<file path="src/rtl/adc_ctrl_pkg.sv">
// Package with register offsets, field positions and reset values of the converter control block.
`default_nettype none
package adc_ctrl_pkg;
   localparam logic [3:0] OFS_RESULT_LOW   = 4'h0;
   localparam logic [3:0] OFS_RESULT_HIGH  = 4'h1;
   localparam logic [3:0] OFS_LOWER_LOW    = 4'h2;
   localparam logic [3:0] OFS_LOWER_HIGH   = 4'h3;
   localparam logic [3:0] OFS_UPPER_LOW    = 4'h4;
   localparam logic [3:0] OFS_UPPER_HIGH   = 4'h5;
   localparam logic [3:0] OFS_CTRL_MAIN    = 4'h6;
   localparam logic [3:0] OFS_SRC_CLK      = 4'h7;
   localparam logic [3:0] OFS_GAIN_REF     = 4'h8;
   localparam logic [3:0] OFS_TRIG_LIMIT   = 4'h9;
   localparam logic [3:0] OFS_START_DELAY  = 4'hA;
   localparam logic [3:0] OFS_BANDGAP      = 4'hB;
   localparam logic [3:0] OFS_LIMIT_STATUS = 4'hC;
   // Control main fields.
   localparam int BIT_START   = 7;
   localparam int BIT_BUSY    = 6;
   localparam int BIT_ENABLE  = 5;
   localparam int BIT_JUSTIFY = 4;
   // Trigger and limit control fields.
   localparam int BIT_PWM_TRIG_SEL  = 7;
   localparam int BIT_DELAY_SEL     = 6;
   localparam int BIT_UPPER_ENABLE  = 4;
   localparam int BIT_LOWER_ENABLE  = 3;
   localparam logic [7:0] SRC_CLK_MASK   = 8'hE7;
   localparam logic [7:0] GAIN_REF_MASK  = 8'h9F;
   localparam logic [7:0] TRIG_MASK      = 8'hFB;
   localparam logic [7:0] RESET_BYTE     = 8'h00;
   localparam logic [11:0] RESET_WORD    = 12'h000;
   localparam logic [11:0] UPPER_RESET   = 12'hFFF;
   localparam logic [2:0] SRC_EXTERNAL   = 3'h0;
   localparam logic [3:0] CHAN_LAST      = 4'h8;
   localparam logic [3:0] CHAN_NONE      = 4'hF;
   localparam logic [7:0] CONV_CYCLES    = 8'h10;
endpackage
`default_nettype wire

</file>
<file path="src/rtl/adc_result_and_boundary_control.sv">
// Converter control: register file, start sequencing, result storage and limit check.
//
// Functional notes
// - Each completed conversion yields an unsigned twelve-bit result.
// - Source kind plus channel field select input.
// - Internal sources include amplifier, supply, reference, ground.
// - Result compared to upper and lower limits.
// - PWM-triggered start may wait a delay.
// - Delay length comes from eight-bit register.
// - One bit enables bandgap reference output.
// - Result byte pair is read only.
// - Justify bit selects left or right alignment.
// - Unused result bit positions read zero.
// - Result unchanged while converter disabled.
// - Limit pairs aligned like the result.
// - New result readable after conversion finishes.
// - Busy flag set on launch, cleared on completion.
// - Internal source disconnects the external channel.
//
// Decided for this implementation: the strobed register port and the address map.
`default_nettype none
module adc_result_and_boundary_control (
   input  wire logic        sys_clk,         // 20 MHz system clock.
   input  wire logic        rst_n,           // Synchronous reset, active low.
   input  wire logic [3:0]  reg_addr,        // Register address.
   input  wire logic [7:0]  reg_wdata,       // Write data.
   input  wire logic        reg_wr,          // Write strobe.
   input  wire logic        reg_rd,          // Read strobe.
   output logic      [7:0]  reg_rdata,       // Read data, one cycle after the strobe.
   input  wire logic        pwm_trigger,     // Asynchronous PWM start request.
   input  wire logic [11:0] sample_data,     // Converter core output word.
   output logic      [2:0]  source_kind_select,      // Selected source kind.
   output logic      [3:0]  external_channel_select, // Connected pin, 4'hF when none.
   output logic             sample_en,       // Converter core sampling/converting.
   output logic             converter_enable,        // Analog power enable.
   output logic             bandgap_output_enable,   // Bandgap reference output enable.
   output logic             limit_event      // One-cycle pulse when limit condition met.
);
   logic [7:0]  ctrl_reg;
   logic [7:0]  src_clk_reg;
   logic [7:0]  gain_ref_reg;
   logic [7:0]  trig_reg;
   logic [7:0]  start_delay_length;
   logic        bandgap_reg;
   logic [11:0] result_reg;
   logic [11:0] lower_reg;
   logic [11:0] upper_reg;
   logic        busy_reg;
   logic [1:0]  hit_reg;
   logic        check_reg;
   logic [7:0]  delay_cnt;
   logic [7:0]  conv_cnt;
   logic [1:0]  trig_sync;
   logic        trig_prev;
   logic        tick;
   logic        justify;
   logic        enabled;
   logic        sw_start;
   logic        hw_start;
   logic [7:0]  res_low_b;
   logic [7:0]  res_high_b;
   logic [7:0]  low_low_b;
   logic [7:0]  low_high_b;
   logic [7:0]  up_low_b;
   logic [7:0]  up_high_b;

   typedef enum logic [1:0] {IDLE, DELAY, CONVERT, STORE} conv_state_t;
   conv_state_t state;

   assign justify = ctrl_reg[adc_ctrl_pkg::BIT_JUSTIFY];
   assign enabled = ctrl_reg[adc_ctrl_pkg::BIT_ENABLE];

   function automatic logic [7:0] pack_high(input logic [11:0] v, input logic j);
      pack_high = j ? {4'h0, v[11:8]} : v[11:4];
   endfunction

   function automatic logic [7:0] pack_low(input logic [11:0] v, input logic j);
      pack_low = j ? v[7:0] : {v[3:0], 4'h0};
   endfunction

   // Result pair presented in the selected alignment, spare bits zero.
   assign res_high_b = pack_high(result_reg, justify);
   assign res_low_b  = pack_low(result_reg, justify);
   assign up_high_b  = pack_high(upper_reg, justify);
   assign up_low_b   = pack_low(upper_reg, justify);
   assign low_high_b = pack_high(lower_reg, justify);
   assign low_low_b  = pack_low(lower_reg, justify);

   // Software start on the falling edge of the start bit.
   assign sw_start = reg_wr && (reg_addr == adc_ctrl_pkg::OFS_CTRL_MAIN) && ctrl_reg[adc_ctrl_pkg::BIT_START]
                     && !reg_wdata[adc_ctrl_pkg::BIT_START];
   assign hw_start = trig_reg[adc_ctrl_pkg::BIT_PWM_TRIG_SEL] && trig_sync[1] && !trig_prev;

   // Trigger pin synchroniser.
   always_ff @(posedge sys_clk) begin
      if (!rst_n) begin
         trig_sync <= 2'b00;
         trig_prev <= 1'b0;
      end else begin
         trig_sync <= {trig_sync[0], pwm_trigger};
         trig_prev <= trig_sync[1];
      end
   end

   clk_prescaler #(.WIDTH(7)) u_prescaler (
      .sys_clk (sys_clk),
      .rst_n   (rst_n),
      .run     (enabled),
      .div_sel (src_clk_reg[2:0]),
      .tick    (tick)
   );

   // Control register writes; the busy bit is hardware-owned.
   always_ff @(posedge sys_clk) begin
      if (!rst_n) begin
         ctrl_reg           <= adc_ctrl_pkg::RESET_BYTE;
         src_clk_reg        <= adc_ctrl_pkg::RESET_BYTE;
         gain_ref_reg       <= adc_ctrl_pkg::RESET_BYTE;
         trig_reg           <= adc_ctrl_pkg::RESET_BYTE;
         start_delay_length <= adc_ctrl_pkg::RESET_BYTE;
         bandgap_reg        <= 1'b0;
      end else if (reg_wr) begin
         case (reg_addr)
            adc_ctrl_pkg::OFS_CTRL_MAIN:   ctrl_reg <= reg_wdata & 8'hBF;
            adc_ctrl_pkg::OFS_SRC_CLK:     src_clk_reg <= reg_wdata & adc_ctrl_pkg::SRC_CLK_MASK;
            adc_ctrl_pkg::OFS_GAIN_REF:    gain_ref_reg <= reg_wdata & adc_ctrl_pkg::GAIN_REF_MASK;
            adc_ctrl_pkg::OFS_TRIG_LIMIT:  trig_reg <= reg_wdata & adc_ctrl_pkg::TRIG_MASK;
            adc_ctrl_pkg::OFS_START_DELAY: start_delay_length <= reg_wdata;
            adc_ctrl_pkg::OFS_BANDGAP:     bandgap_reg <= reg_wdata[0];
            default: ;
         endcase
      end
   end

   // Limit registers, stored as twelve-bit words; byte writes are placed by the current alignment.
   always_ff @(posedge sys_clk) begin
      if (!rst_n) begin
         lower_reg <= adc_ctrl_pkg::RESET_WORD;
         upper_reg <= adc_ctrl_pkg::UPPER_RESET;
      end else if (reg_wr) begin
         case (reg_addr)
            adc_ctrl_pkg::OFS_LOWER_LOW:
               lower_reg <= justify ? {lower_reg[11:8], reg_wdata} : {lower_reg[11:4], reg_wdata[7:4]};
            adc_ctrl_pkg::OFS_LOWER_HIGH:
               lower_reg <= justify ? {reg_wdata[3:0], lower_reg[7:0]} : {reg_wdata, lower_reg[3:0]};
            adc_ctrl_pkg::OFS_UPPER_LOW:
               upper_reg <= justify ? {upper_reg[11:8], reg_wdata} : {upper_reg[11:4], reg_wdata[7:4]};
            adc_ctrl_pkg::OFS_UPPER_HIGH:
               upper_reg <= justify ? {reg_wdata[3:0], upper_reg[7:0]} : {reg_wdata, upper_reg[3:0]};
            default: ;
         endcase
      end
   end

   // Conversion sequencer.
   always_ff @(posedge sys_clk) begin
      if (!rst_n) begin
         state     <= IDLE;
         busy_reg  <= 1'b0;
         delay_cnt <= adc_ctrl_pkg::RESET_BYTE;
         conv_cnt  <= adc_ctrl_pkg::RESET_BYTE;
         result_reg <= adc_ctrl_pkg::RESET_WORD;
         check_reg <= 1'b0;
      end else begin
         check_reg <= 1'b0;
         case (state)
            IDLE: begin
               if (enabled && (sw_start || hw_start)) begin
                  busy_reg <= 1'b1;
                  conv_cnt <= adc_ctrl_pkg::CONV_CYCLES;
                  if (hw_start && trig_reg[adc_ctrl_pkg::BIT_DELAY_SEL] && (start_delay_length != 8'h00)) begin
                     delay_cnt <= start_delay_length;
                     state     <= DELAY;
                  end else begin
                     state <= CONVERT;
                  end
               end
            end
            DELAY: begin
               if (!enabled) begin
                  state    <= IDLE;
                  busy_reg <= 1'b0;
               end else if (tick) begin
                  delay_cnt <= delay_cnt - 8'h01;
                  if (delay_cnt == 8'h01) begin
                     state <= CONVERT;
                  end
               end
            end
            CONVERT: begin
               if (!enabled) begin
                  state    <= IDLE;
                  busy_reg <= 1'b0;
               end else if (tick) begin
                  conv_cnt <= conv_cnt - 8'h01;
                  if (conv_cnt == 8'h01) begin
                     state <= STORE;
                  end
               end
            end
            STORE: begin
               result_reg <= sample_data;
               busy_reg   <= 1'b0;
               check_reg  <= 1'b1;
               state      <= IDLE;
            end
            default: state <= IDLE;
         endcase
      end
   end

   // Limit comparison one cycle after the result is stored.
   always_ff @(posedge sys_clk) begin
      if (!rst_n) begin
         hit_reg     <= 2'b00;
         limit_event <= 1'b0;
      end else begin
         limit_event <= 1'b0;
         if (check_reg) begin
            hit_reg <= {result_reg > upper_reg, result_reg < lower_reg};
            limit_event <= (trig_reg[adc_ctrl_pkg::BIT_UPPER_ENABLE] && (result_reg > upper_reg))
                        || (trig_reg[adc_ctrl_pkg::BIT_LOWER_ENABLE] && (result_reg < lower_reg));
         end
      end
   end

   // Analog routing outputs.
   always_ff @(posedge sys_clk) begin
      if (!rst_n) begin
         source_kind_select      <= adc_ctrl_pkg::SRC_EXTERNAL;
         external_channel_select <= adc_ctrl_pkg::CHAN_NONE;
         sample_en               <= 1'b0;
         converter_enable        <= 1'b0;
         bandgap_output_enable   <= 1'b0;
      end else begin
         source_kind_select <= src_clk_reg[7:5];
         if (src_clk_reg[7:5] != adc_ctrl_pkg::SRC_EXTERNAL || ctrl_reg[3:0] > adc_ctrl_pkg::CHAN_LAST) begin
            external_channel_select <= adc_ctrl_pkg::CHAN_NONE;
         end else begin
            external_channel_select <= ctrl_reg[3:0];
         end
         sample_en             <= (state == CONVERT);
         converter_enable      <= enabled;
         bandgap_output_enable <= bandgap_reg;
      end
   end

   // Read port; result registers have no write path.
   always_ff @(posedge sys_clk) begin
      if (!rst_n) begin
         reg_rdata <= adc_ctrl_pkg::RESET_BYTE;
      end else if (reg_rd) begin
         case (reg_addr)
            adc_ctrl_pkg::OFS_RESULT_LOW:   reg_rdata <= res_low_b;
            adc_ctrl_pkg::OFS_RESULT_HIGH:  reg_rdata <= res_high_b;
            adc_ctrl_pkg::OFS_LOWER_LOW:    reg_rdata <= low_low_b;
            adc_ctrl_pkg::OFS_LOWER_HIGH:   reg_rdata <= low_high_b;
            adc_ctrl_pkg::OFS_UPPER_LOW:    reg_rdata <= up_low_b;
            adc_ctrl_pkg::OFS_UPPER_HIGH:   reg_rdata <= up_high_b;
            adc_ctrl_pkg::OFS_CTRL_MAIN:    reg_rdata <= {ctrl_reg[7], busy_reg, ctrl_reg[5:0]};
            adc_ctrl_pkg::OFS_SRC_CLK:      reg_rdata <= src_clk_reg;
            adc_ctrl_pkg::OFS_GAIN_REF:     reg_rdata <= gain_ref_reg;
            adc_ctrl_pkg::OFS_TRIG_LIMIT:   reg_rdata <= trig_reg;
            adc_ctrl_pkg::OFS_START_DELAY:  reg_rdata <= start_delay_length;
            adc_ctrl_pkg::OFS_BANDGAP:      reg_rdata <= {7'h00, bandgap_reg};
            adc_ctrl_pkg::OFS_LIMIT_STATUS: reg_rdata <= {6'h00, hit_reg};
            default:                        reg_rdata <= adc_ctrl_pkg::RESET_BYTE;
         endcase
      end else begin
         reg_rdata <= adc_ctrl_pkg::RESET_BYTE;
      end
   end
endmodule
`default_nettype wire

</file>
<file path="src/rtl/clk_prescaler.sv">
// Programmable power-of-two divider giving a one-cycle converter clock enable.
`default_nettype none
module clk_prescaler #(
   parameter int WIDTH = 7
) (
   input  wire logic       sys_clk, // System clock.
   input  wire logic       rst_n,   // Synchronous reset, active low.
   input  wire logic       run,     // Counting allowed.
   input  wire logic [2:0] div_sel, // Divide by two to the power of this.
   output logic            tick     // One-cycle enable pulse.
);
   logic [WIDTH-1:0] cnt_reg;
   logic [WIDTH-1:0] mask;

   assign mask = WIDTH'((1 << div_sel) - 1);

   always_ff @(posedge sys_clk) begin
      if (!rst_n || !run) begin
         cnt_reg <= '0;
         tick    <= 1'b0;
      end else begin
         tick    <= ((cnt_reg & mask) == mask);
         cnt_reg <= cnt_reg + 1'b1;
      end
   end
endmodule
`default_nettype wire

</file>
<file path="config.mk">
export PLATFORM = sky130hd
export DESIGN_NAME = adc_result_and_boundary_control
export DESIGN_NICKNAME = d
export VERILOG_FILES = /design/src/rtl/adc_ctrl_pkg.sv /design/src/rtl/adc_result_and_boundary_control.sv /design/src/rtl/clk_prescaler.sv
export SDC_FILE = /design/constraint.sdc
export NUM_CORES = 1
export LEC_CHECK = 0
export BUFFER_PORTS_ARGS = -buffer_cell sky130_fd_sc_hd__buf_2
export CAP_MARGIN = 30
export CELL_PAD_IN_SITES_DETAIL_PLACEMENT = 0
export CELL_PAD_IN_SITES_GLOBAL_PLACEMENT = 1
export CORE_ASPECT_RATIO = 0.7
export CORE_MARGIN = 5
export CORE_UTILIZATION = 46
export DETAILED_ROUTE_END_ITERATION = 10
export PLACE_DENSITY_LB_ADDON = 0.1
export SYNTH_ARGS = -nofsm -noshare
export SYNTH_HDL_FRONTEND = slang
export SYNTH_SLANG_ARGS = --single-unit
</file>
<file path="constraint.sdc">
create_clock -name sys_clk -period 2.4 [get_ports sys_clk]
set_input_delay 0.24 -clock sys_clk [delete_from_list [all_inputs] [get_ports sys_clk]]
set_output_delay 0.24 -clock sys_clk [all_outputs]
set_load 0.03 [all_outputs]
</file>
-- Yosys cells after proc, flatten, opt, wreduce, memory -nomap -nowiden
Index checks and enable logic that the tools add are counted.
- flip-flop bits (word level): 123
- word-level logic and storage cells: 156
- output and inout port bits: 19
- bitwise logic cells: 6
- eq/ne operators: 33
- reductions and logical operators: 46
- $add $sub $neg: 4
- order comparisons: 3
- multiplexer cells: 33
- shift operators: 1
- operators by type and width (kind ; number):
    2-to-1 mux 8 bit ; 14
    case mux 8 bit (13 select lines) ; 1
    case mux 12 bit (2 select lines) ; 2
    case mux 8 bit (2 select lines) ; 2
    == test 4 bit (second input constant) ; 5
    inequality test 2 bit (second input constant) ; 9
    AND reduction 2 bit ; 9
    == test 4 x 3 -> 1 bit (second input constant) ; 4
    == test 8 x 1 -> 1 bit (second input constant) ; 2
    2-to-1 mux 2 bit ; 8
    subtractor 8 x 1 -> 8 bit (second input constant) ; 2
    greater-than comparator 12 bit ; 1
    less-than comparator 12 bit ; 1
    2-to-1 mux 12 bit ; 1
    AND reduction 3 bit ; 4
    AND reduction 4 bit ; 3
    logical AND 1 bit ; 10
    AND reduction 5 bit ; 2
    == test 4 x 2 -> 1 bit (second input constant) ; 2
    case mux 2 bit (4 select lines) ; 1
    nonzero test 2 bit ; 4
    nonzero test 8 bit ; 1
    adder 7 x 1 -> 7 bit (second input constant) ; 1
    AND 7 bit ; 1
    19 further kinds ; 36

-- Longest topological paths before layout
Gate-level depths: netlist (run 1).
- word-level depth: 8
- mapped depth: 9

-- Hierarchy
A second synthesis (run 1) with hierarchy kept.
- cells, all modules: 786
- area total of the unflattened synthesis: 6551.3 um2
- by module, submodules not included (module ; cells each ; instances ; area an instance (um2) ; seq. area each (um2)):
    adc_result_and_boundary_control ; 735 ; 1 ; 6119.6 ; 2302.2
    clk_prescaler ; 51 ; 1 ; 431.7 ; 160.2

-- Worst setup path after synthesis (run 1)
Ideal clock, no wire load.
- kind: register to register
- start: reg state[0]
- end: reg conv_cnt[0]
- data required time: 2.272 ns
- stages on the path, launching flop included: 8
- setup slack: 0.686 ns
- clock period less this slack: 1.714 ns
- arrival: 1.587 ns
- buffers on the path: 1
- path through: dfxtp_1 -> inv_1 -> ha_1 -> clkbuf_1 -> o21ai_0 -> o21ai_1 -> mux2i_1 -> nor2_1
- longest elaborated chain between the ends: 3
- elaborated cells on any way between the ends: 8
- those cells by class: eq/ne: 4; mux: 1; reduce/logical: 3
- RTL lines (item ; line ; text):
    from (decl) ; adc_result_and_boundary_control.sv:68 ; conv_state_t state;
    from (signal assigned) ; adc_result_and_boundary_control.sv:158 ; state <= IDLE;
    from (signal assigned) ; adc_result_and_boundary_control.sv:173 ; state <= DELAY;
    from (signal assigned) ; adc_result_and_boundary_control.sv:175 ; state <= CONVERT;
    == test 2 bit / logical NOT 2 bit (equally long branches) ; adc_result_and_boundary_control.sv:166 ; case (state)
    inequality test 2 x 1 -> 1 bit (no source line) (tied with other cells) ; n/a ;
    AND reduction 4 bit (no source line) ; n/a ;
    to (signal assigned) ; adc_result_and_boundary_control.sv:161 ; conv_cnt <= adc_ctrl_pkg::RESET_BYTE;
    to (signal assigned) ; adc_result_and_boundary_control.sv:170 ; conv_cnt <= adc_ctrl_pkg::CONV_CYCLES;
    to (signal assigned) ; adc_result_and_boundary_control.sv:195 ; conv_cnt <= conv_cnt - 8'h01;
    to (decl) ; adc_result_and_boundary_control.sv:52 ; logic [7:0] conv_cnt;
Several ways; a longest one is shown, not always the timed one.
A chain may end at the register's enable or synchronous reset.

-- Worst setup path after layout (run 1)
- start: reg state[1]
- end: reg delay_cnt[7]
- longest elaborated chain between the ends: 3
- elaborated cells on any way between the ends: 9
- those cells by class: eq/ne: 5; mux: 1; reduce/logical: 3
- RTL lines (item ; line ; text):
    == test 2 x 1 -> 1 bit / logical NOT 2 bit (equally long branches) ; adc_result_and_boundary_control.sv:166 ;
    inequality test 2 x 1 -> 1 bit (no source line) (tied with other cells) ; n/a ;
    AND reduction 5 bit (no source line) ; n/a ;
    to (signal assigned) ; adc_result_and_boundary_control.sv:160 ; delay_cnt <= adc_ctrl_pkg::RESET_BYTE;
    to (signal assigned) ; adc_result_and_boundary_control.sv:172 ; delay_cnt <= start_delay_length;
    to (signal assigned) ; adc_result_and_boundary_control.sv:184 ; delay_cnt <= delay_cnt - 8'h01;
    to (decl) ; adc_result_and_boundary_control.sv:51 ; logic [7:0] delay_cnt;
Several ways; a longest one is shown, not always the timed one.

==> results of run 1 <==
-- routing by layer --
| metal | GRT usage, % | vias to the layer above | routed length (um) |
|---|---|---|---|
| li1 | - | 2946 | - |
| met1 | 37.0 | 2850 | 9990 |
| met2 | 33.4 | 272 | 7750 |
| met3 | 6.02 | 25 | 1980 |
| met4 | 6.29 | 0 | 219 |
| met5 | 0 | - | 0 |
-- final cells by class --
class                   instances  area, um2
clock buffers                  23        468
clock inverters                 8        118
fillers                      1320       6360
inverters                      43        161
multi-input cells             580       3710
flip-flops and latches        123       2460
well taps                     190        238
repair buffers                 68        405
-- stage by stage --
stage          worst slack [ns]  hold slack (ns)  total power [mW]
2_1_floorplan             0.686            0.367              3.02
3_3_place_gp              0.189            0.415              3.33
3_5_place_dp              0.178            0.435              3.36
4_1_cts                   0.377          0.00984              5.92
5_1_grt                   0.164           0.0202              6.17
6_report                  0.383           0.0226              5.90
-- layout by cell type (no fill, tap or decap), types with 5 or more instances in the layout --
| cell | Yosys | routed |
|---|---|---|
| a21oi_1 | 65 | 65 |
| nor2b_1 | 10 | 10 |
| a211oi_1 | 14 | 14 |
| a32o_1 | 8 | 8 |
| clkbuf_16 | 0 | 17 |
| nand2_1 | 85 | 85 |
| nand2b_1 | 13 | 13 |
| o211ai_1 | 16 | 16 |
| buf_4 | 1 | 20 |
| nor4_1 | 7 | 7 |
| mux2i_1 | 38 | 38 |
| a22oi_1 | 12 | 12 |
| nand3_1 | 18 | 18 |
| o21ai_0 | 52 | 52 |
| ha_1 | 33 | 33 |
| a32oi_1 | 5 | 5 |
| or3_1 | 5 | 5 |
| nand4_1 | 6 | 6 |
| nor2_1 | 77 | 77 |
| a31oi_1 | 8 | 8 |
| dfxtp_1 | 123 | 123 |
| inv_1 | 42 | 41 |
| buf_2 | 15 | 47 |
| and2_1 | 10 | 10 |
| nor3_1 | 19 | 19 |
| a22o_1 | 5 | 5 |
-- synthesized netlist by cell type (3+ instances only) --
master / n
nand3_1: 18
mux4_2: 3
nand2_1: 85
a21oi_1: 65
a211oi_1: 14
nand2b_1: 13
or3_1: 5
a22oi_1: 12
a32oi_1: 5
nand4_1: 6
o22ai_1: 4
xor2_1: 4
clkbuf_1: 32
inv_1: 42
o31ai_1: 4
buf_2: 15
o211ai_1: 16
a31oi_1: 8
or2_2: 3
o31a_1: 3
nor2_1: 77
a32o_1: 8
mux2i_1: 38
dfxtp_1: 123
o21ai_0: 52
ha_1: 33
a22o_1: 5
o21a_1: 3
mux2_2: 4
nor3_1: 19
nor4_1: 7
and2_1: 10
nor2b_1: 10
-- cell families after synthesis --
| kind of cell | share of synthesized area [%] |
|---|---|
| simple gates | 19.5 |
| compound gates | 22.5 |
| flops | 37.6 |
| buf+inv | 5.68 |
| mux | 7.54 |
| fa+ha+maj | 6.31 |
| xor+xnor | 0.803 |
-- power groups by stage --
stage               clock, mW  combinational [mW]  sequential [mW]
global placement            0                1.08             2.25
CTS                      2.60                1.11             2.21
detailed placement          0                1.10             2.25
global route             2.70                1.25             2.22
finish                   2.57                1.13             2.21
floorplan                   0               0.780             2.24
-- path summary, 6_finish.rpt --
check                 end  slack [ns]
max          delay_cnt[7]        0.38
min          trig_sync[0]        0.02
max reg2reg  delay_cnt[7]        0.38
min reg2reg  trig_sync[1]        0.44
-- critical path, delay by kind of cell, from the launching register on --
family | cells | cell delay, ns
AO/OA/AOI/OAI | 3 | 1.05
flip-flops | 1 | 0.34
buffers and inverters | 2 | 0.20
adder cells (fa/ha/maj) | 1 | 0.17
AND/OR/NAND/NOR | 1 | 0.17
==> impl_metrics.env, run 1 <==
export IMPL_synth_area_top_cells="dfxtp_1 (38%), ha_1 (6.3%), mux2i_1 (5.8%)"
export IMPL_ys_ff_latch=123
export IMPL_synthFlopType="dfxtp_1"
export IMPL_p_int_mw=4.19
export IMPL_htreeDepth=4
export IMPL_slew_limit_headroom_pct=45.9
export IMPL_cap_violations=0
export IMPL_place_hpwl_um=14500
export IMPL_end_kind="flip-flop"
export IMPL_place_area_mm2=0.00697
export IMPL_start_util_pct=47.0
export IMPL_grt_pass1_wl_um=31300
export IMPL_drive_above_1_share_pct=13.4
export IMPL_instances_no_fill=1035
export IMPL_cts_path_max_buffers=2
export IMPL_fin_skew_ns=0.00877
export IMPL_finalInstanceArea_mm2=0.00756
export IMPL_ir_worst_vdd_v=0.000473
export IMPL_synth_area_leader_cell="dfxtp_1"
export IMPL_worstPathRequired_ns=2.71
export IMPL_post_route_drc_count=0
export IMPL_numClockSinks=123
export IMPL_die_x_um=153
export IMPL_io_pins=48
export IMPL_hold_buffers=0
export IMPL_utilization_pct=54.3
export IMPL_min_from="pwm_trigger"
export IMPL_clkPwrFrac_pct=43.5
export IMPL_status="finished, final reports clean"
export IMPL_row_count=36
export IMPL_die_height_um=110
export IMPL_cts_tree="yes"
export IMPL_async_flop_share_pct=0
export IMPL_crit_start="state[1]"
export IMPL_leakagePower_nw=3.03
export IMPL_io_buffers=47
export IMPL_reg2regPathDepth=7
export IMPL_finalSetupTns_ns=0
export IMPL_max_clock_freq_ghz=0.496
export IMPL_vias=6093
export IMPL_worst_setup_path_type="reg2reg"
export IMPL_overflow=0
export IMPL_yosysSeqAreaShare_pct=37.6
export IMPL_synth_edff_count=0
export IMPL_worst_slew_pin_slew_ns=0.809
export IMPL_rsz0062_at_grt="no"
export IMPL_cts_buffers=17
export IMPL_grt_max_degree=77
export IMPL_slew_viol_final=0
export IMPL_dpl_cell_count=1004
export IMPL_reg2reg_from="state[1]"
export IMPL_place_congestion=0.880
export IMPL_dieArea_mm2=0.0167
export IMPL_final_min_clock_period_ns=2.02
export IMPL_syn_instance_count=796
export IMPL_drt_initial_drc_count=678
export IMPL_avgSynthCellArea_um2=8.22
export IMPL_finalCritPeriodShare_pct=84.1
export IMPL_path_cells="inv_1 > ha_1 > clkinv_1 > o21ai_0 > a21boi_1 > nand3_1 > a32o_1"
export IMPL_holdPathStages=2
export IMPL_core_area_mm2=0.0139
export IMPL_slowest_stage="a21boi_1"
export IMPL_dr_pass1_iters=5
export IMPL_post_cts_buffers=0
export IMPL_arrival_ns=2.33
export IMPL_path_max_fanout=7
export IMPL_ant_nets=0
export IMPL_yosysWarnings=0
export IMPL_cpPeakStageDelay_ns=0.55
export IMPL_start_kind="flip-flop"
export IMPL_wl_per_cell_um=19.3
export IMPL_synth_fp_nets=858
export IMPL_groute_usage_overall_pct=24.2
export IMPL_syn2layout_area_growth_pct=15.6
export IMPL_power_per_cell_area_mw_per_mm2=781
export IMPL_insertion_delay_ns=0.42
export IMPL_antenna_cells=0
export IMPL_syn_area_mm2=0.00654
export IMPL_hp_class="in2reg"
export IMPL_combPwrFrac_pct=19.1
export IMPL_grt_pass1_vias=5651
export IMPL_setup_viol=0
export IMPL_yosysTopAreaCellShare_pct=37.6
export IMPL_antenna_found_initial=0
export IMPL_switchingPower_mw=1.71
export IMPL_fin_nets=895
export IMPL_cts_resized=0
export IMPL_seq_power_share_pct=37.5
export IMPL_clockRootBuffer="clkbuf_16"
export IMPL_synth_distinct_cells=69
export IMPL_wl_um=19900
export IMPL_path_clk_slew_ns=0.05
export IMPL_finalHoldViolations=0
export IMPL_vias_per_cell=5.89
export IMPL_power_share_switching_pct=29.0
(Power assumes the default switching activity.)
==> run 2, diff against run 1 <==
==> constraint.sdc (replaced) <==
create_clock -name sys_clk -period 2.01 [get_ports sys_clk]
set_input_delay 0.201 -clock sys_clk [delete_from_list [all_inputs] [get_ports sys_clk]]
set_output_delay 0.201 -clock sys_clk [all_outputs]
set_load 0.03 [all_outputs]
==> impl_metrics.env, run 2 (synthesis results as in run 1) <==
export IMPL_grt_pass1_wl_um=33200
export IMPL_slew_limit_headroom_pct=64.0
export IMPL_antenna_found_initial=0
export IMPL_finalCritPeriodShare_pct=95.0
export IMPL_cap_violations=0
export IMPL_wl_per_cell_um=19.7
export IMPL_place_congestion=0.959
export IMPL_fin_skew_ns=0.00743
export IMPL_hp_class="in2reg"
export IMPL_path_cells="nor4_1 > nand3_1 > a311oi_2 > a21oi_1 > a311oi_1"
export IMPL_cts_tree="yes"
export IMPL_groute_usage_overall_pct=25.4
export IMPL_slowest_stage="nor4_1"
export IMPL_grt_max_degree=77
export IMPL_dpl_cell_count=1035
export IMPL_fillerInstances=1290
export IMPL_combPwrFrac_pct=19.5
export IMPL_register_area_mm2=0.00246
export IMPL_worst_slew_pin_slew_ns=0.531
export IMPL_io_buffers=47
export IMPL_ant_nets=0
export IMPL_io_pins=48
export IMPL_cpPeakStageDelay_ns=0.49
export IMPL_post_route_drc_count=0
export IMPL_drt_initial_drc_count=754
export IMPL_path_max_fanout=7
export IMPL_ir_worst_vdd_v=0.000552
export IMPL_switchingPower_mw=2.18
export IMPL_path_buf_inv=0
export IMPL_finalHoldViolations=0
export IMPL_clkPwrFrac_pct=45.5
export IMPL_layout_commonest_cell="dfxtp_1"
export IMPL_whs_ns=0.0157
export IMPL_path_clk_slew_ns=0.06
export IMPL_insertion_delay_ns=0.42
export IMPL_row_count=36
export IMPL_wl_um=21100
export IMPL_worst_setup_path_type="reg2reg"
export IMPL_worstPathRequired_ns=2.34
export IMPL_vias=6310
export IMPL_cts_buffers=17
export IMPL_instances_no_fill=1068
export IMPL_start_util_pct=47.0
export IMPL_overflow=0
export IMPL_seq_power_share_pct=35.0
export IMPL_slew_viol_final=0
export IMPL_die_x_um=153
export IMPL_drive_above_1_share_pct=17.1
export IMPL_finalSetupTns_ns=0
export IMPL_vias_per_cell=5.91
export IMPL_utilization_pct=56.7
export IMPL_final_cell_mix="dfxtp_1 (123), nand2_1 (85), nor2_1 (76)"
export IMPL_final_min_clock_period_ns=1.91
export IMPL_leakagePower_nw=3.24
export IMPL_core_area_mm2=0.0139
export IMPL_dr_pass1_iters=6
export IMPL_end_kind="flip-flop"
export IMPL_finalInstanceArea_mm2=0.00790
export IMPL_power_per_cell_area_mw_per_mm2=954
export IMPL_syn2layout_area_growth_pct=20.7
export IMPL_dieArea_mm2=0.0167
export IMPL_clockRootBuffer="clkbuf_16"
export IMPL_antenna_cells=0
export IMPL_multi_input_area_mm2=0.00371
export IMPL_setup_viol=0
export IMPL_start_kind="flip-flop"
export IMPL_status="finished, final reports clean"
export IMPL_die_height_um=110
export IMPL_arrival_ns=2.24
export IMPL_cts_path_max_buffers=2
export IMPL_rsz0062_at_grt="no"
export IMPL_numClockSinks=123
export IMPL_fin_nets=927
export IMPL_power_share_switching_pct=28.9
export IMPL_cp_top_family="compound AO/OA/AOI/OAI gates"
export IMPL_place_area_mm2=0.00722
export IMPL_max_clock_freq_ghz=0.524
export IMPL_htreeDepth=4
export IMPL_place_hpwl_um=15700
export IMPL_p_int_mw=5.36
export IMPL_grt_pass1_vias=6106
## run 2: worst paths after layout
check / start / end / slack, ns / depth (start not counted)
setup / recovery: delay_cnt[4] / state[1] / 0.10 / 5
hold / removal: sample_data[8] / result_reg[8] / 0.02 / 3
setup reg to reg: delay_cnt[4] / state[1] / 0.10 / 5
hold reg to reg: trig_sync[0] / trig_sync[1] / 0.44 / 1
## run 2: final cells by class
class / instances / area share [%]
Clock buffer: 23 / 6.43
Sequential cell: 123 / 31.2
Inverter: 43 / 2.04
Tap cell: 190 / 3.01
Multi-Input combinational cell: 580 / 47.0
Timing Repair Buffer: 100 / 8.37
Clock inverter: 9 / 2.00
## run 2: repair_timing
action	4_1_cts	5_1_grt
hold endpoints to repair	1	0
hold buffers	1	0
resized for setup	0	2
setup buffers	0	0
endpoints found under the setup margin	0	4
## run 2: worst min-delay path, cell delays in order
cell	delay (ns)
buf_2	0.07
mux2i_1	0.05
nor2_1	0.07
## run 2: power by group through the flow
| stage | clock (mW) | sequential [mW] | combinational, mW |
|---|---|---|---|
| floorplan | 0 | 2.68 | 0.931 |
| global placement | 0 | 2.68 | 1.38 |
| detailed placement | 0 | 2.68 | 1.42 |
| CTS | 3.46 | 2.63 | 1.43 |
| global route | 3.58 | 2.65 | 1.59 |
| finish | 3.43 | 2.63 | 1.47 |
## run 2: metal layers
metal | global-route usage (%) | up-vias | share of wire (%)
li1 | - | 3014 | -
met1 | 36.3 | 2977 | 48
met2 | 36.4 | 290 | 40
met3 | 8.38 | 29 | 11
met4 | 7.50 | 0 | 1.5
met5 | 0 | - | 0
## run 2: stage by stage
| stage | power [mW] | setup slack [ns] |
|---|---|---|
| floorplan | 3.61 | 0.296 |
| global placement | 4.06 | 0.149 |
| detailed placement | 4.11 | 0.113 |
| CTS | 7.53 | 0.133 |
| global route | 7.82 | 0.00366 |
| finish | 7.54 | 0.101 |
==> run 3, diff against run 2 <==
--- a/config.mk
+++ b/config.mk
@@ -10,7 +10,7 @@
 export CELL_PAD_IN_SITES_DETAIL_PLACEMENT = 0
 export CELL_PAD_IN_SITES_GLOBAL_PLACEMENT = 1
 export CORE_ASPECT_RATIO = 0.7
-export CORE_MARGIN = 5
+export CORE_MARGIN = 8
 export CORE_UTILIZATION = 46
 export DETAILED_ROUTE_END_ITERATION = 10
 export PLACE_DENSITY_LB_ADDON = 0.1
==> impl_metrics.env, run 3 (synthesis results as in run 1) <==
export IMPL_arrival_ns=2.28
export IMPL_antenna_cells=0
export IMPL_path_max_fanout=4
export IMPL_power_per_cell_area_mw_per_mm2=913
export IMPL_insertion_delay_ns=0.42
export IMPL_layout_commonest_cell="dfxtp_1"
export IMPL_cpPeakStageDelay_ns=0.41
export IMPL_ant_nets=0
export IMPL_highest_layer="met4"
export IMPL_slew_viol_final=0
export IMPL_finalCritPeriodShare_pct=97.4
export IMPL_routedLengthMet1_um=10300
export IMPL_vias_per_cell=5.86
export IMPL_cts_buffers=17
export IMPL_cts_path_max_buffers=2
export IMPL_path_clk_slew_ns=0.06
export IMPL_start_util_pct=47.0
export IMPL_overflow=0
export IMPL_post_place_ws_ns=0.0695
export IMPL_fin_skew_ns=0.00911
export IMPL_cts_tree="yes"
export IMPL_wl_um=21000
export IMPL_core_area_mm2=0.0139
export IMPL_groute_usage_overall_pct=23.7
export IMPL_met2_length_um=8230
export IMPL_post_route_drc_count=0
export IMPL_place_congestion=0.952
export IMPL_syn2layout_area_growth_pct=19.9
export IMPL_slew_limit_headroom_pct=62.3
export IMPL_row_count=36
export IMPL_final_min_clock_period_ns=1.96
export IMPL_finalHoldViolations=0
export IMPL_dieArea_mm2=0.0184
export IMPL_ir_worst_vdd_v=0.000713
export IMPL_worst_slew_pin_slew_ns=0.565
export IMPL_register_area_mm2=0.00246
export IMPL_clockRootBuffer="clkbuf_16"
export IMPL_setup_viol=0
export IMPL_status="finished, final reports clean"
export IMPL_io_buffers=47
export IMPL_start_kind="flip-flop"
export IMPL_io_pins=48
export IMPL_place_hpwl_um=15600
export IMPL_antenna_found_initial=0
export IMPL_vias=6275
export IMPL_fin_nets=929
export IMPL_worstPathRequired_ns=2.33
export IMPL_cap_violations=0
export IMPL_drt_initial_drc_count=575
export IMPL_wl_met3_um=2220
export IMPL_max_clock_freq_ghz=0.511
export IMPL_final_cell_mix="dfxtp_1 (123), nand2_1 (85), nor2_1 (76)"
export IMPL_hp_class="in2reg"
export IMPL_wl_per_cell_um=19.6
export IMPL_finalInstanceArea_mm2=0.00784
export IMPL_setup_ws_ns=0.0525
export IMPL_slowest_stage="dfxtp_1"
export IMPL_end_kind="flip-flop"
export IMPL_instances_no_fill=1070
export IMPL_die_x_um=159
export IMPL_drive_above_1_share_pct=17.5
export IMPL_path_cells="inv_1 > ha_1 > nand4_1 > nor3_1 > a211oi_1 > o21ai_0 > buf_4 > o22ai_1"
export IMPL_leakagePower_nw=3.20
export IMPL_htreeDepth=4
export IMPL_total_power_mw=7.16
export IMPL_die_height_um=116
export IMPL_grt_pass1_vias=6036
export IMPL_holdPathStages=3
export IMPL_dr_pass1_iters=5
export IMPL_grt_pass1_wl_um=33400
export IMPL_multi_input_area_mm2=0.00372
export IMPL_grt_max_degree=77
export IMPL_fillerInstances=1297
export IMPL_worst_setup_path_type="reg2reg"
export IMPL_numClockSinks=123
export IMPL_place_area_mm2=0.00723
export IMPL_reg2regPathDepth=8
export IMPL_dpl_cell_count=1036
==> run 3: changes by cell type in the layout (fill, tap and decap cells not counted), moves of 2 or more <==
cell | before | now
bufinv_16 | 4 | 2
buf_4 | 50 | 52
inv_6 | 0 | 3
clkbuf_8 | 6 | 1
clkinv_2 | 1 | 3
==> run 3: worst max-delay path, delay by kind of cell, from the launching register on <==
| kind | cells | cell delay (ns) |
|---|---|---|
| AO/OA/AOI/OAI | 3 | 0.61 |
| flip-flops | 1 | 0.41 |
| AND/OR/NAND/NOR | 2 | 0.30 |
| adder cells (fa/ha/maj) | 1 | 0.29 |
| buffers and inverters | 2 | 0.25 |
==> run 3: layout make-up <==
| type | instances | share of cell area (%) |
|---|---|---|
| multi-input combinational | 580 | 47.5 |
| sequential | 123 | 31.4 |
| timing repair buffer | 102 | 8.61 |
| clock buffer | 19 | 5.65 |
| tap | 190 | 3.03 |
| inverter | 43 | 2.06 |
| clock inverter | 13 | 1.80 |
==> run 3: timing repair <==
item / CTS / global route
resized for setup: 0 / 6
hold endpoints to repair: 1 / 0
hold buffers: 1 / 0
setup endpoints to repair: 0 / 10
setup buffers: 0 / 1
==> run 3: final timing paths <==
check / startpoint / to / slack [ns]
worst max-delay path: upper_reg[6] / limit_event / 0.05
worst min-delay path: sample_data[9] / result_reg[9] / 0.02
worst max register to register: upper_reg[6] / limit_event / 0.05
worst min register to register: trig_sync[0] / trig_sync[1] / 0.46
==> run 3: where the power goes <==
part / switching [mW] / internal, mW
logic: 0.916 / 0.573
clock network: 1.18 / 1.86
registers: 0.0958 / 2.54
total: 2.19 / 4.97
==> run 3: through the flow <==
step | utilization [%] | hold WS, ns | TNS, ns
6_report | 56.4 | 0.0154 | 0
5_1_grt | 56.4 | 0.0151 | -0.0394
3_5_place_dp | 51.9 | 0.425 | 0
4_1_cts | 56.2 | 0.00996 | 0
2_1_floorplan | - | 0.328 | 0
3_3_place_gp | 51.9 | 0.416 | 0
==> run 3: per-layer routing <==
metal / track usage (%) / up-vias
met3: 8.68 / 16
met1: 34.5 / 2999
li1: - / 3004
met5: 0 / -
met4: 5.32 / 0
met2: 32.3 / 256
